`config.mk`:
```
export PLATFORM = sky130hd
export DESIGN_NAME = timer_pwm_mode
export DESIGN_NICKNAME = d
export VERILOG_FILES = /design/src/core/pwm_pkg.sv /design/src/core/count_src_if.sv /design/src/core/timer_pwm_mode.sv /design/src/core/count_source_div.sv /design/src/core/trigger_edge_det.sv
export SDC_FILE = /design/constraint.sdc
export NUM_CORES = 1
export LEC_CHECK = 0
export BUFFER_PORTS_ARGS = -buffer_cell sky130_fd_sc_hd__buf_2
export CAP_MARGIN = 20
export CORE_AREA = 5 5 92 115
export DETAILED_ROUTE_END_ITERATION = 16
export DIE_AREA = 0 0 97 120
export PLACE_DENSITY_LB_ADDON = 0.12
export SKIP_LAST_GASP = 1
export SLEW_MARGIN = 20
export SYNTH_ARGS = -nofsm -noshare
export SYNTH_HDL_FRONTEND = slang
export SYNTH_SLANG_ARGS = --single-unit
```
`constraint.sdc`:
```
create_clock -name clk_sys -period 2.7 [get_ports clk_sys]
set_input_delay 0.135 -clock clk_sys [delete_from_list [all_inputs] [get_ports clk_sys]]
set_output_delay 0.135 -clock clk_sys [all_outputs]
set_load 0.05 [all_outputs]
```
`src/core/pwm_pkg.sv`:
```
// Notes on behaviour
// - pulse falling edge sets interrupt request flag
// - timer register reads return no counter value
// - write while stopped loads reload and counter
// - write while counting updates reload only
// - bits 7:6 pick count source divider
// - bits 4:3 pick internal or external trigger
// - triggers ignored once pulse output started
// - internal trigger: writing start bit one
// - external edge polarity by bit 3, needs start
// - entering this mode drives output low
// - valid trigger starts counter and pulse output
// - reload each period and keep counting
// - width bit zero: one 16-bit modulator
// - width bit one: 8-bit modulator plus prescaler
// - zero width keeps output low, no request
// - 8-bit: low lead of high width first
// - stopping ends high pulse with request
// - mode entry sets interrupt request flag
// - 16-bit period 65535 ticks, high n ticks
// - 8-bit period (m+1) times 255 ticks
package pwm_pkg;

  typedef enum logic [1:0] {
    MODE_TIMER,
    MODE_EVENT,
    MODE_ONESHOT,
    MODE_PWM
  } op_mode_t;

  // count source select codes
  localparam logic [1:0] SRC_DIV_2 = 2'h0;
  localparam logic [1:0] SRC_DIV_16 = 2'h1;
  localparam logic [1:0] SRC_DIV_64 = 2'h2;
  localparam logic [1:0] SRC_DIV_512 = 2'h3;

  // low bits of the free divider that must all be one for a tick
  localparam logic [8:0] MASK_DIV_2 = 9'h001;
  localparam logic [8:0] MASK_DIV_16 = 9'h00f;
  localparam logic [8:0] MASK_DIV_64 = 9'h03f;
  localparam logic [8:0] MASK_DIV_512 = 9'h1ff;

  // field positions inside trig_sel
  localparam int TRIG_EXT_BIT = 1;
  localparam int TRIG_RISE_BIT = 0;

  // last step of a period: 65535 and 255 ticks/steps per period
  localparam logic [15:0] LAST_STEP_16 = 16'hfffe;
  localparam logic [7:0] LAST_STEP_8 = 8'hfe;

  localparam logic [15:0] RESET_WORD = 16'h0000;
  localparam logic [15:0] READ_FILL = 16'h0000;

endpackage

```
`src/core/count_src_if.sv`:
```
`timescale 1ns/1ps
interface count_src_if;
  logic tick;
  logic [1:0] sel;

  modport source
  (
    output tick,
    input sel
  );

  modport ctrl
  (
    input tick,
    output sel
  );

  modport watch
  (
    input tick
  );
endinterface

```
`src/core/timer_pwm_mode.sv`:
```
`timescale 1ns/1ps
module timer_pwm_mode
  import pwm_pkg::*;
(
  input wire logic clk_sys,
  input wire logic rst_n,
  input wire pwm_pkg::op_mode_t op_mode,
  input wire logic [1:0] count_src_sel,
  input wire logic [1:0] trig_sel,
  input wire logic width_8bit,
  input wire logic count_start,
  input wire logic timer_wr,
  input wire logic [15:0] timer_wr_data,
  output logic [15:0] timer_rd_data,
  input wire logic irq_clear,
  output logic irq_flag,
  input wire logic timer_trigger_input_pin,
  output logic timer_pulse_output_pin
);

  import pwm_pkg::*;

  typedef enum logic [1:0] {
    ST_IDLE,
    ST_ARM,
    ST_LEAD,
    ST_RUN
  } run_state_t;

  count_src_if cs ();

  run_state_t state_r;
  op_mode_t mode_prev_r;
  logic [15:0] reload_r;
  logic [15:0] cnt_val_r;
  logic [15:0] step_r;
  logic [7:0] pre_r;
  logic start_prev_r;
  logic pulse_out_r;
  logic irq_r;
  logic ext_edge;
  logic pwm_mode;
  logic counting;
  logic start_rise;
  logic trig;
  logic tick;
  logic pre_wrap;
  logic high_cond;
  logic out_nxt;
  logic reload_evt;
  logic irq_set;

  ////////////////////////////////////////////////////////////////////////
  // count source and trigger

  assign cs.sel = count_src_sel;
  assign tick = cs.tick;

  count_source_div count_source_div_i
  (
    .clk_sys(clk_sys),
    .rst_n(rst_n),
    .cs(cs)
  );

  trigger_edge_det trigger_edge_det_i
  (
    .clk_sys(clk_sys),
    .rst_n(rst_n),
    .pin_in(timer_trigger_input_pin),
    .rise_sel(trig_sel[TRIG_RISE_BIT]),
    .cs(cs),
    .edge_r(ext_edge)
  );

  assign pwm_mode = op_mode == MODE_PWM;
  assign counting = state_r != ST_IDLE;
  assign start_rise = count_start && !start_prev_r;

  always_comb
  begin
    if (!trig_sel[TRIG_EXT_BIT])
      trig = start_rise;
    else
      trig = ext_edge && count_start;
  end

  always_ff @(posedge clk_sys)
  begin
    if (!rst_n)
      start_prev_r <= 1'b0;
    else
      start_prev_r <= count_start;
  end

  ////////////////////////////////////////////////////////////////////////
  // modulator sequencing

  // prescaler only divides in 8-bit operation
  assign pre_wrap = !width_8bit || pre_r == cnt_val_r[7:0];
  assign reload_evt = state_r == ST_RUN && count_start && tick && pre_wrap &&
                      (width_8bit ? step_r[7:0] == LAST_STEP_8
                                  : step_r == LAST_STEP_16);

  always_ff @(posedge clk_sys)
  begin
    if (!rst_n)
    begin
      state_r <= ST_IDLE;
      step_r <= RESET_WORD;
      pre_r <= 8'h00;
    end
    else if (!pwm_mode || (counting && !count_start))
    begin
      state_r <= ST_IDLE;
      step_r <= RESET_WORD;
      pre_r <= 8'h00;
    end
    else
    begin
      case (state_r)
        ST_IDLE:
        begin
          if (trig)
          begin
            step_r <= RESET_WORD;
            pre_r <= 8'h00;
            state_r <= ST_ARM;
          end
        end
        // a trigger lands between ticks: wait for one so the first step
        // lasts a whole count period and the widths come out exact
        ST_ARM:
        begin
          if (tick)
          begin
            if (width_8bit && cnt_val_r[15:8] != 8'h00)
              state_r <= ST_LEAD;
            else
              state_r <= ST_RUN;
          end
        end
        // low lead lasts n prescaled steps before the first period
        ST_LEAD:
        begin
          if (tick)
          begin
            if (pre_wrap)
            begin
              pre_r <= 8'h00;
              if (step_r[7:0] == cnt_val_r[15:8] - 8'h01)
              begin
                state_r <= ST_RUN;
                step_r <= RESET_WORD;
              end
              else
                step_r <= step_r + 16'h0001;
            end
            else
              pre_r <= pre_r + 8'h01;
          end
        end
        // triggers are simply not looked at here
        ST_RUN:
        begin
          if (tick)
          begin
            if (!pre_wrap)
              pre_r <= pre_r + 8'h01;
            else
            begin
              pre_r <= 8'h00;
              if (reload_evt)
                step_r <= RESET_WORD;
              else
                step_r <= step_r + 16'h0001;
            end
          end
        end
        default:
          state_r <= ST_IDLE;
      endcase
    end
  end

  ////////////////////////////////////////////////////////////////////////
  // reload register and counter value

  always_ff @(posedge clk_sys)
  begin
    if (!rst_n)
    begin
      reload_r <= RESET_WORD;
      cnt_val_r <= RESET_WORD;
    end
    else
    begin
      if (timer_wr)
        reload_r <= timer_wr_data;
      if (timer_wr && !counting)
        cnt_val_r <= timer_wr_data;
      else if (reload_evt || (state_r == ST_IDLE && trig && pwm_mode))
        cnt_val_r <= reload_r;
    end
  end

  // counter contents are not visible in this mode
  assign timer_rd_data = READ_FILL;

  ////////////////////////////////////////////////////////////////////////
  // pulse output and interrupt request

  always_comb
  begin
    if (width_8bit)
      high_cond = step_r[7:0] < cnt_val_r[15:8];
    else
      high_cond = step_r < cnt_val_r;
  end

  assign out_nxt = pwm_mode && count_start && state_r == ST_RUN &&
                   high_cond;

  always_ff @(posedge clk_sys)
  begin
    if (!rst_n)
      pulse_out_r <= 1'b0;
    else
      pulse_out_r <= out_nxt;
  end

  assign timer_pulse_output_pin = pulse_out_r;

  // a fall caused by leaving the mode is not a pulse edge
  assign irq_set = (pulse_out_r && !out_nxt && pwm_mode) ||
                   (pwm_mode && mode_prev_r != MODE_PWM);

  always_ff @(posedge clk_sys)
  begin
    if (!rst_n)
    begin
      irq_r <= 1'b0;
      mode_prev_r <= MODE_TIMER;
    end
    else
    begin
      irq_r <= irq_set || (irq_r && !irq_clear);
      mode_prev_r <= op_mode;
    end
  end

  assign irq_flag = irq_r;
endmodule

```
`src/core/count_source_div.sv`:
```
`timescale 1ns/1ps
module count_source_div
  import pwm_pkg::*;
(
  input wire logic clk_sys,
  input wire logic rst_n,
  count_src_if.source cs
);

  logic [8:0] div_r;

  function automatic logic [8:0] div_mask(input logic [1:0] s);
    case (s)
      SRC_DIV_2: div_mask = MASK_DIV_2;
      SRC_DIV_16: div_mask = MASK_DIV_16;
      SRC_DIV_64: div_mask = MASK_DIV_64;
      default: div_mask = MASK_DIV_512;
    endcase
  endfunction

  // free-running so a source change never needs a restart
  always_ff @(posedge clk_sys)
  begin
    if (!rst_n)
      div_r <= 9'h000;
    else
      div_r <= div_r + 9'h001;
  end

  assign cs.tick = (div_r & div_mask(cs.sel)) == div_mask(cs.sel);
endmodule

```
`src/core/trigger_edge_det.sv`:
```
`timescale 1ns/1ps
module trigger_edge_det
  import pwm_pkg::*;
(
  input wire logic clk_sys,
  input wire logic rst_n,
  input wire logic pin_in,
  input wire logic rise_sel,
  count_src_if.watch cs,
  output logic edge_r
);

  logic sync1_r;
  logic sync2_r;
  logic smp_r;
  logic primed_r;

  always_ff @(posedge clk_sys)
  begin
    if (!rst_n)
    begin
      sync1_r <= 1'b0;
      sync2_r <= 1'b0;
    end
    else
    begin
      sync1_r <= pin_in;
      sync2_r <= sync1_r;
    end
  end

  // the pin is looked at only on count ticks, one event per edge
  always_ff @(posedge clk_sys)
  begin
    if (!rst_n)
    begin
      smp_r <= 1'b0;
      primed_r <= 1'b0;
      edge_r <= 1'b0;
    end
    else
    begin
      edge_r <= 1'b0;
      if (cs.tick)
      begin
        smp_r <= sync2_r;
        primed_r <= 1'b1;
        if (primed_r)
          edge_r <= rise_sel ? (sync2_r && !smp_r)
                             : (!sync2_r && smp_r);
      end
    end
  end

endmodule

```
==> out/qor.tcl, run 1 <==
set qor(result_of_the_run) {finished clean}
set qor(crit_path_start_kind) {flop}
set qor(max_cap_viol_count) 0
set qor(number_of_enable_type_register_cells_in_the_synthesized_netlist) 0
set qor(sequential_share_of_power_pct) 44.5
set qor(num_antenna_cells) 0
set qor(tritoncts) {built}
set qor(clk_latency_ns) 0.34
set qor(synth-simple-area-share_pct) 24.6
set qor(pin_count) 47
set qor(place_worst_setup_slack_ns) 0.253
set qor(grt.met3_usage_pct) 3.55
set qor(ys_warn_count) 0
set qor(postSynthRegisterBits) 77
set qor(most_frequently_used_cell_type_in_the_post_synthesis_netlist) {sky130_fd_sc_hd__dfxtp_1}
set qor(syn_avg_cell_area_um2) 8.62
set qor(cp_slowest_stage_delay_ns) 0.41
set qor(setup_tns_ns) 0
set qor(die_area_um2) 11600
set qor(timing.final.ws_setup_ns) 0.289
set qor(ctsRootBufferMaster) {sky130_fd_sc_hd__clkbuf_16}
set qor(ys.flop_type) {sky130_fd_sc_hd__dfxtp_1}
set qor(area_growth_pct) 11.9
set qor(net-switching-power_uw) 778
set qor(power_switching_share_pct) 28.4
set qor(synth_compound_area_share_pct) 13.0
set qor(placement_rows) 40
set qor(finClkSkew_ns) 0.00931
set qor(post_synth_inst_count) 525
set qor(post_drt_via_cell_ratio) 5.44
set qor(placed_cells_incl_taps) 669
set qor(grt_busiest_layer) {met2}
set qor(coreArea_um2) 9460
set qor(final_min_period_over_clock_period_pct) 89.3
set qor(ant_nets) 0
set qor(grt_antenna_before_repair) 0
set qor(drc) 0
set qor(vdd.ir_drop.worst_v) 0.000392
set qor(globalplace.congestion) 0.923
set qor(crit_path_end_kind) {flop}
set qor(synthArstFlopShare_pct) 0
set qor(path_cells) {inv_1 -> ha_1 -> xnor2_1 -> a311oi_1 -> nand3_1 -> o41ai_1 -> buf_4 -> nand2_1 -> mux2_2}
set qor(global_route.usage.total_pct) 18.4
set qor(hp-class) {primary input to flop}
set qor(hold_path_startpoint) {op_mode[1]}
set qor(finalNetCount) 617
set qor(cellInternalPower_uw) 1960
set qor(initial_core_util_pct) 47.9
set qor(final_max_slew_viol_count) 0
set qor(clk_buf_depth) 2
set qor(path_buf_inv) 2
set qor(synth_adder_area_share_pct) 9.12
set qor(synth_commonest_cells) {sky130_fd_sc_hd__dfxtp_1, sky130_fd_sc_hd__nand3_1, sky130_fd_sc_hd__nand2_1, sky130_fd_sc_hd__nor2_1, sky130_fd_sc_hd__ha_1}
set qor(hpwl_mm) 7.77
set qor(tritoncts_num_sinks) 77
set qor(synth_area_leader_cell) {sky130_fd_sc_hd__dfxtp_1}
set qor(detail_route.wirelength_mm) 10.4
set qor(period_minus_slack_ns) 2.41
set qor(first_global_vias) 3597
set qor(hold_vio_cnt_final) 0
set qor(grt_pass1_wl_mm) 17.4
set qor(number_of_drc_markers_after_the_initial_detailed_route_iteration) 180
set qor(critical_path_peak_fanout) 5
set qor(synth_top_family_by_area) {simple AND/OR/NAND/NOR gates}
set qor(cts_buffers) 9
set qor(power_density_nw_per_um2) 541
set qor(post_synth_mux_area_share_pct) 4.23
set qor(crit-reg2reg-launch) {cnt_val_r[8]}
set qor(worstSetupPathType) {flop to flop}
set qor(chipWidth_um) 97
set qor(yosys-top-cells-area) {sky130_fd_sc_hd__dfxtp_1, sky130_fd_sc_hd__ha_1, sky130_fd_sc_hd__xnor2_1}
set qor(path_delay_family) {compound AO/OA/AOI/OAI gates}
set qor(post_route_cells_drive_above_1_share_pct) 12.5
set qor(dr_total_vias) 3734
set qor(worst_pin_slew_ns) 0.537
set qor(share_clk_of_total_power_pct) 41.8
set qor(worstPathArrival_ns) 2.64
set qor(setup-violations-final) 0
set qor(critPathLaunch) {cnt_val_r[8]}
set qor(final_cell_count_no_fill) 686
set qor(grtUsageMet1_pct) 22.4
set qor(clk_pin_slew_worst_paths_ns) 0.06
set qor(rsz0062_at_grt) {no}
set qor(h_tree_lvl_count) 3
set qor(seq_area_frac_synth_pct) 34.1
set qor(fill_cells) 886
set qor(grt.overflow.total) 0
set qor(crit_path_top_delay_cell) {sky130_fd_sc_hd__dfxtp_1}
set qor(final_routed_wire_length_divided_by_cell_count_um) 15.1
set qor(synth_xor_xnor_area_share_pct) 7.93
set qor(synth.lib_cells_used.distinct) 54
set qor(gr-usage-met2_pct) 30.8
set qor(postcts_setup_bufs) 0
set qor(slew_headroom_pct) 63.8
set qor(die_height_um) 120
set qor(power.share.combinational_pct) 13.7
set qor(synth_top_area_share_pct) 34.1
set qor(achievable-frequency_mhz) 415
set qor(drtPass1Iterations) 5
set qor(port_buffers) 30
set qor(grt_max_degree) 52
set qor(critical_path_rt_ns) 2.93
set qor(synthesized_cell_area_um2) 4530
set qor(leakagePower_uw) 0.00215
[power by group through the flow]
stage          Sequential (uW)  Combinational (uW)  Clock (uW)
2_1_floorplan             1240                 300           0
3_3_place_gp              1240                 367           0
3_5_place_dp              1250                 372           0
4_1_cts                   1220                 375        1170
5_1_grt                   1220                 418        1230
6_report                  1220                 374        1140
[through the flow]
step           utilization [%]  cell area [um^2]  total power [uW]  hold WS, ns
3_3_place_gp              50.4              4760              1610        0.349
5_1_grt                   53.6              5070              2870       0.0312
4_1_cts                   53.5              5060              2770       0.0159
2_1_floorplan                -              4580              1540        0.257
3_5_place_dp              50.4              4760              1620        0.347
6_report                  53.6              5070              2740       0.0230
[cells by family (layout without fill, tap and decap cells)]
logic type / count (synthesis) / after routing
AND/OR/NAND/NOR: 213 / 213
other: 1 / 16
flip-flops: 77 / 77
XOR/XNOR: 41 / 41
AO/OA/AOI/OAI: 78 / 78
buffers and inverters: 63 / 83
adder cells (fa/ha/maj): 33 / 33
multiplexers: 19 / 19
[repair_timing]
action,CTS,global route
gates resized for setup,0,1
hold buffers,1,0
hold endpoints to repair,1,0
setup endpoints to repair,0,6
[placed cells by master (no fill, tap or decap), types with 16 or more instances in the layout]
master	n
sky130_fd_sc_hd__buf_2	30
sky130_fd_sc_hd__conb_1	16
sky130_fd_sc_hd__dfxtp_1	77
sky130_fd_sc_hd__ha_1	33
sky130_fd_sc_hd__inv_1	25
sky130_fd_sc_hd__mux2i_1	18
sky130_fd_sc_hd__nand2_1	46
sky130_fd_sc_hd__nand3_1	48
sky130_fd_sc_hd__nor2_1	35
sky130_fd_sc_hd__nor2b_1	20
sky130_fd_sc_hd__o211a_1	16
sky130_fd_sc_hd__o21ai_0	19
sky130_fd_sc_hd__xnor2_1	28
[cell type report]
type                       count  area [um^2]  share of cell area, %
multi-input combinational    400         2730                   54.0
sequential                    77         1540                   30.4
timing repair buffer          42          255                   5.04
clock buffer                   9          225                   4.45
inverter                      25         93.8                   1.85
clock inverter                 7         58.8                   1.16
tap                          126          158                   3.11
[sequential cells by signal, summed over array words and instances, names as in the netlist]
| signal | flops |
|---|---|
| reload_r | 16 |
| timer_pulse_output_pin | 1 |
| count_source_div_i.div_r | 9 |
| pre_r | 8 |
| irq_flag | 1 |
| start_prev_r | 1 |
| trigger_edge_det_i.edge_r | 1 |
| trigger_edge_det_i.sync1_r | 1 |
| trigger_edge_det_i.smp_r | 1 |
| step_r | 16 |
| trigger_edge_det_i.primed_r | 1 |
| mode_prev_r | 2 |
| cnt_val_r | 16 |
| state_r | 2 |
| trigger_edge_det_i.sync2_r | 1 |
[layer usage]
metal / share of wire [%] / routed length (um) / vias to the layer above
met5: 0 / 0 / -
met4: 3.0 / 314 / 0
met3: 4.4 / 456 / 23
met2: 48 / 5000 / 92
met1: 44 / 4580 / 1754
li1: - / - / 1865
[worst paths after layout]
check                                                  to  slack, ns  cells after the start
worst max-delay path                           state_r[0]       0.29                      9
worst min-delay path                       mode_prev_r[1]       0.02                      2
worst max register to register                 state_r[0]       0.29                      9
worst min register to register  trigger_edge_det_i.edge_r       0.45                      2
Note: power is estimated with default switching activity, not from simulation.
==> run 2, diff against run 1 <==
--- a/config.mk
+++ b/config.mk
@@ -7,9 +7,9 @@
 export LEC_CHECK = 0
 export BUFFER_PORTS_ARGS = -buffer_cell sky130_fd_sc_hd__buf_2
 export CAP_MARGIN = 20
-export CORE_AREA = 5 5 92 115
+export CORE_AREA = 5 5 127 159
 export DETAILED_ROUTE_END_ITERATION = 16
-export DIE_AREA = 0 0 97 120
+export DIE_AREA = 0 0 132 164
 export PLACE_DENSITY_LB_ADDON = 0.12
 export SKIP_LAST_GASP = 1
 export SLEW_MARGIN = 20
==> out/qor.tcl, run 2 (synthesized netlist as in run 1, its figures left out) <==
set qor(worst_pin_slew_ns) 0.620
set qor(crit_path_end_kind) {flop}
set qor(globalplace.congestion) 0.816
set qor(placement_rows) 56
set qor(sequential_share_of_power_pct) 43.1
set qor(power.share.combinational_pct) 13.4
set qor(worstSetupPathType) {flop to flop}
set qor(clk_latency_ns) 0.34
set qor(finish.utilization_pct) 28.2
set qor(global_route.usage.total_pct) 11.0
set qor(crit-reg2reg-launch) {cnt_val_r[10]}
set qor(h_tree_lvl_count) 3
set qor(tritoncts) {built}
set qor(path_delay_family) {simple AND/OR/NAND/NOR gates}
set qor(critical_path_rt_ns) 2.92
set qor(ff2ff_setup_slack_ns) 0.38
set qor(ant_nets) 0
set qor(number_of_drc_markers_after_the_initial_detailed_route_iteration) 160
set qor(path_cells) {or3_1 -> nor2_1 -> nand4_1 -> xnor2_1 -> o41ai_1 -> buf_4 -> a31o_2 -> buf_12 -> a21oi_1}
set qor(final_cell_count_no_fill) 793
set qor(result_of_the_run) {finished clean}
set qor(post_drt_via_cell_ratio) 4.62
set qor(power_density_nw_per_um2) 543
set qor(setup_tns_ns) 0
set qor(coreArea_um2) 18600
set qor(hold_end) {trigger_edge_det_i.sync1_r}
set qor(vdd.ir_drop.worst_v) 0.000218
set qor(min_delay_path_depth) 2
set qor(period_minus_slack_ns) 2.32
set qor(setup-violations-final) 0
set qor(finClkSkew_ns) 0.00604
set qor(worst_reg_to_reg_path_cell_count) 9
set qor(postcts_setup_bufs) 0
set qor(cp_slowest_stage_delay_ns) 0.42
set qor(cts_resized) 0
set qor(critical_path_peak_fanout) 16
set qor(grt_antenna_before_repair) 0
set qor(post_route_cells_drive_above_1_share_pct) 12.8
set qor(hold_vio_cnt_final) 0
set qor(largest_registers) {cnt_val_r (16), reload_r (16), step_r (16)}
set qor(worstPathArrival_ns) 2.54
set qor(finalNetCount) 619
set qor(final_routed_wire_length_divided_by_cell_count_um) 14.8
set qor(hold_path_startpoint) {timer_trigger_input_pin}
set qor(first_global_vias) 3737
set qor(post_cts_hold_buffer_count) 0
set qor(grt.overflow.total) 0
set qor(final_area_um2) 5230
set qor(final_min_period_over_clock_period_pct) 86.1
set qor(clk_buf_depth) 2
set qor(placed_cells_incl_taps) 778
set qor(tritoncts_num_sinks) 77
set qor(timing.hold.ws_ns) 0.0175
set qor(placed_cell_area_um2) 4930
set qor(rsz0062_at_grt) {no}
set qor(share_clk_of_total_power_pct) 43.5
set qor(most_common_cell_after_layout_fill_and_taps_aside) {sky130_fd_sc_hd__dfxtp_1}
set qor(grt_pass1_wl_mm) 19.3
set qor(leakagePower_uw) 0.00216
set qor(dr_total_vias) 3660
set qor(die_height_um) 164
set qor(drc) 0
set qor(die_area_um2) 21600
set qor(initial_core_util_pct) 24.4
set qor(net-switching-power_uw) 789
set qor(hpwl_mm) 8.87
set qor(pin_count) 47
set qor(port_buffers) 30
set qor(path_buf_inv) 2
set qor(chipWidth_um) 132
set qor(hp-class) {primary input to flop}
set qor(detail_route.wirelength_mm) 11.7
set qor(clk_pin_slew_worst_paths_ns) 0.06
set qor(grt_max_degree) 52
set qor(slew_headroom_pct) 58.6
set qor(most-common-layout-cells) {sky130_fd_sc_hd__dfxtp_1, sky130_fd_sc_hd__nand3_1, sky130_fd_sc_hd__nand2_1, sky130_fd_sc_hd__nor2_1, sky130_fd_sc_hd__ha_1}
set qor(num_antenna_cells) 0
set qor(cts_buffers) 9
set qor(crit_path_start_kind) {flop}
set qor(max_cap_viol_count) 0
set qor(achievable-frequency_mhz) 430
set qor(crit_path_top_delay_cell) {sky130_fd_sc_hd__or3_1}
set qor(ctsRootBufferMaster) {sky130_fd_sc_hd__clkbuf_16}
set qor(area_growth_pct) 15.5
set qor(power_switching_share_pct) 27.8
set qor(r2r_end) {step_r[3]}
set qor(drtPass1Iterations) 4
set qor(final_max_slew_viol_count) 0
set qor(cellInternalPower_uw) 2050
-- run 2: layer usage --
layer	track usage, %	wire length, um
met1	13.8	5400
met2	18.7	5560
met3	1.96	449
met4	4.68	323
met5	0	0
-- run 2: worst max path at each step --
stage / from / to / slack [ns] / depth (start not counted)
3_3_place_gp: cnt_val_r[10] / step_r[10] / 0.29 / 9
3_5_place_dp: cnt_val_r[10] / step_r[15] / 0.38 / 9
4_1_cts: cnt_val_r[10] / step_r[3] / 0.34 / 9
6_report: cnt_val_r[10] / step_r[3] / 0.38 / 9
2_1_floorplan: cnt_val_r[8] / step_r[0] / 0.50 / 9
5_1_grt: state_r[0] / step_r[10] / 0.20 / 9
-- run 2: worst reg2reg max path: stages (launching register included) --
cell	delay, ns
sky130_fd_sc_hd__dfxtp_1	0.39
sky130_fd_sc_hd__or3_1	0.42
sky130_fd_sc_hd__nor2_1	0.21
sky130_fd_sc_hd__nand4_1	0.15
sky130_fd_sc_hd__xnor2_1	0.15
sky130_fd_sc_hd__o41ai_1	0.34
sky130_fd_sc_hd__buf_4	0.18
sky130_fd_sc_hd__a31o_2	0.18
sky130_fd_sc_hd__buf_12	0.15
sky130_fd_sc_hd__a21oi_1	0.05
-- run 2: layout make-up --
class | instances | area (um^2)
flip-flops and latches | 77 | 1540
clock buffers | 9 | 225
fillers | 1981 | 13300
well taps | 232 | 290
clock inverters | 6 | 71.3
multi-input cells | 400 | 2730
inverters | 25 | 93.8
repair buffers | 44 | 280
-- run 2: power by group through the flow --
stage | logic, uW | clock network (uW) | registers (uW)
2_1_floorplan | 300 | 0 | 1240
3_3_place_gp | 382 | 0 | 1250
3_5_place_dp | 384 | 0 | 1250
4_1_cts | 386 | 1280 | 1220
5_1_grt | 425 | 1320 | 1230
6_report | 380 | 1240 | 1220
-- run 2: through the flow --
step	setup slack, ns	total power, uW
3_5_place_dp	0.383	1630
4_1_cts	0.343	2890
3_3_place_gp	0.286	1630
6_report	0.375	2840
2_1_floorplan	0.502	1540
5_1_grt	0.203	2980
==> run 3, diff against run 2 <==
--- a/config.mk
+++ b/config.mk
@@ -5,11 +5,12 @@
 export SDC_FILE = /design/constraint.sdc
 export NUM_CORES = 1
 export LEC_CHECK = 0
+export ABC_AREA = 1
 export BUFFER_PORTS_ARGS = -buffer_cell sky130_fd_sc_hd__buf_2
 export CAP_MARGIN = 20
-export CORE_AREA = 5 5 127 159
+export CORE_AREA = 5 5 132 165
 export DETAILED_ROUTE_END_ITERATION = 16
-export DIE_AREA = 0 0 132 164
+export DIE_AREA = 0 0 137 170
 export PLACE_DENSITY_LB_ADDON = 0.12
 export SKIP_LAST_GASP = 1
 export SLEW_MARGIN = 20
==> out/qor.tcl, run 3 <==
set qor(result_of_the_run) {finished clean}
set qor(chipWidth_um) 137
set qor(leakagePower_uw) 0.00258
set qor(max_cap_viol_count) 0
set qor(globalplace.congestion) 0.782
set qor(worst_pin_slew_ns) 0.529
set qor(post_route_cells_drive_above_1_share_pct) 10.1
set qor(h_tree_lvl_count) 3
set qor(ys_warn_count) 0
set qor(pin_count) 47
set qor(path_cells) {inv_1 -> ha_1 -> or2_0 -> nand3_1 -> nand3_1 -> nor2_1 -> nand3_2 -> nand2_1 -> nand2_1 -> o21ai_1 -> nor2_1}
set qor(crit_end) {step_r[0]}
set qor(grt_pass1_wl_mm) 21.9
set qor(multi_input_area_um2) 2830
set qor(synth_top_area_share_pct) 31.5
set qor(hold_vio_cnt_final) 0
set qor(ant_nets) 0
set qor(seqCellArea_um2) 1540
set qor(area_growth_pct) 15.1
set qor(most-common-layout-cells) {sky130_fd_sc_hd__nand2_1, sky130_fd_sc_hd__nor2_1, sky130_fd_sc_hd__inv_1, sky130_fd_sc_hd__dfxtp_1, sky130_fd_sc_hd__o21ai_0}
set qor(post_synth_inst_count) 737
set qor(yosys-top-cells-area) {sky130_fd_sc_hd__dfxtp_1, sky130_fd_sc_hd__nand2_1, sky130_fd_sc_hd__ha_1}
set qor(number_of_drc_markers_after_the_initial_detailed_route_iteration) 147
set qor(initial_core_util_pct) 24.5
set qor(grt_antenna_before_repair) 0
set qor(clk_latency_ns) 0.35
set qor(clk_buf_depth) 2
set qor(ctsRootBufferMaster) {sky130_fd_sc_hd__clkbuf_16}
set qor(hp-class) {primary input to flop}
set qor(placed_cells_incl_taps) 1023
set qor(achievable-frequency_mhz) 456
set qor(crit_path_top_delay_cell) {sky130_fd_sc_hd__dfxtp_1}
set qor(coreArea_um2) 20000
set qor(power_density_nw_per_um2) 534
set qor(critical_path_rt_ns) 2.94
set qor(ys.flop_type) {sky130_fd_sc_hd__dfxtp_1}
set qor(detail_route.wirelength_mm) 13.0
set qor(most_common_cell_after_layout_fill_and_taps_aside) {sky130_fd_sc_hd__nand2_1}
set qor(rsz0062_at_grt) {no}
set qor(syn_avg_cell_area_um2) 6.64
set qor(finalNetCount) 829
set qor(crit-reg2reg-launch) {cnt_val_r[8]}
set qor(num_antenna_cells) 0
set qor(r2r_end) {step_r[0]}
set qor(tritoncts_num_sinks) 77
set qor(ff2ff_setup_slack_ns) 0.50
set qor(finClkSkew_ns) 0.00630
set qor(tritoncts) {built}
set qor(port_buffers) 30
set qor(dr_total_vias) 4483
set qor(global_route.usage.total_pct) 11.9
set qor(period_minus_slack_ns) 2.20
set qor(die_height_um) 170
set qor(die_area_um2) 23300
set qor(final_min_period_over_clock_period_pct) 81.3
set qor(crit_path_end_kind) {flop}
set qor(grt.overflow.total) 0
set qor(synth_area_leader_cell) {sky130_fd_sc_hd__dfxtp_1}
set qor(first_global_vias) 4471
set qor(final_max_slew_viol_count) 0
set qor(worstSetupPathType) {flop to flop}
set qor(cts_buffers) 9
set qor(cp_slowest_stage_delay_ns) 0.38
set qor(number_of_enable_type_register_cells_in_the_synthesized_netlist) 0
set qor(post_drt_via_cell_ratio) 4.30
set qor(final_routed_wire_length_divided_by_cell_count_um) 12.5
set qor(synth_commonest_cells) {sky130_fd_sc_hd__nand2_1, sky130_fd_sc_hd__nor2_1, sky130_fd_sc_hd__inv_1, sky130_fd_sc_hd__dfxtp_1, sky130_fd_sc_hd__o21ai_0}
set qor(final_cell_count_no_fill) 1042
set qor(most_frequently_used_cell_type_in_the_post_synthesis_netlist) {sky130_fd_sc_hd__nand2_1}
set qor(fill_cells) 2228
set qor(setup_tns_ns) 0
set qor(largest_registers) {cnt_val_r (16), reload_r (16), step_r (16)}
set qor(drc) 0
set qor(setup-violations-final) 0
set qor(cts_resized) 0
set qor(vdd.ir_drop.worst_v) 0.000253
set qor(crit_path_start_kind) {flop}
set qor(synthArstFlopShare_pct) 0
set qor(worst_reg_to_reg_path_cell_count) 11
set qor(postSynthRegisterBits) 77
set qor(drtPass1Iterations) 4
set qor(synth.lib_cells_used.distinct) 42
set qor(worstPathArrival_ns) 2.43
set qor(clk_pin_slew_worst_paths_ns) 0.06
set qor(placement_rows) 58
set qor(seq_area_frac_synth_pct) 31.5
set qor(grt_max_degree) 47
set qor(hpwl_mm) 10.0
set qor(critPathLaunch) {cnt_val_r[8]}
set qor(synthesized_cell_area_um2) 4890
set qor(slew_headroom_pct) 64.7
set qor(critical_path_peak_fanout) 13
==> run 3: cell families after synthesis <==
group,synth area share (%)
buffers and inverters,11.9
AND/OR/NAND/NOR,28.8
flip-flops,31.5
other,0.0766
adder cells (fa/ha/maj),8.44
XOR/XNOR,3.76
AO/OA/AOI/OAI,15.5
==> run 3: final cells by class <==
class	instances	share of cell area (%)
Clock inverter	7	1.87
Clock buffer	9	4.00
Tap cell	270	6.00
Inverter	91	6.06
Timing Repair Buffer	43	4.53
Multi-Input combinational cell	545	50.2
Sequential cell	77	27.4
==> run 3: where the power goes <==
part	switching (uW)	total (uW)	internal (uW)
clock network	544	1370	825
logic	283	418	135
registers	36.3	1220	1180
==> run 3: worst min-delay path by stage <==
stage | from | endpoint | slack (ns) | depth (start not counted)
global placement | timer_trigger_input_pin | trigger_edge_det_i.sync1_r | 0.32 | 3
CTS | count_start | start_prev_r | 0.009 | 3
detailed placement | timer_trigger_input_pin | trigger_edge_det_i.sync1_r | 0.32 | 3
global route | count_start | start_prev_r | 0.02 | 3
finish | count_start | start_prev_r | 0.03 | 3
floorplan | op_mode[0] | mode_prev_r[0] | 0.23 | 2
==> run 3: routing by layer <==
metal  up-vias  track usage (%)  wire length (um)
met4         0             4.99               349
met1      2011             14.1              6020
met5         -                0                 0
met3        20             2.13               309
met2        48             21.0              6330
li1       2404                -                 -
==> run 3: critical path: cells and delay by family, from the launching register on <==
family          cells  cell delay (ns)
compound gates      1             0.18
fa+ha+maj           1             0.26
buf+inv             1             0.10
flops               1             0.38
simple gates        8             1.16
==> run 3: metrics by stage <==
step	hold WS [ns]	total power (uW)	worst slack (ns)	instance area (um^2)	util, %
after detailed placement	0.321	1670	0.497	5270	26.4
after floorplan	0.228	1580	0.965	4950	-
after global placement	0.320	1670	0.524	5270	26.4
after global routing	0.0245	3180	0.278	5630	28.2
after CTS	0.00882	3070	0.480	5630	28.2
final	0.0276	3010	0.505	5630	28.2
==> run 3: what timing repair did <==
item / 4_1_cts / 5_1_grt
buffers inserted: 0 / 0
hold buffers: 3 / 0
endpoints found under the hold margin: 3 / 0
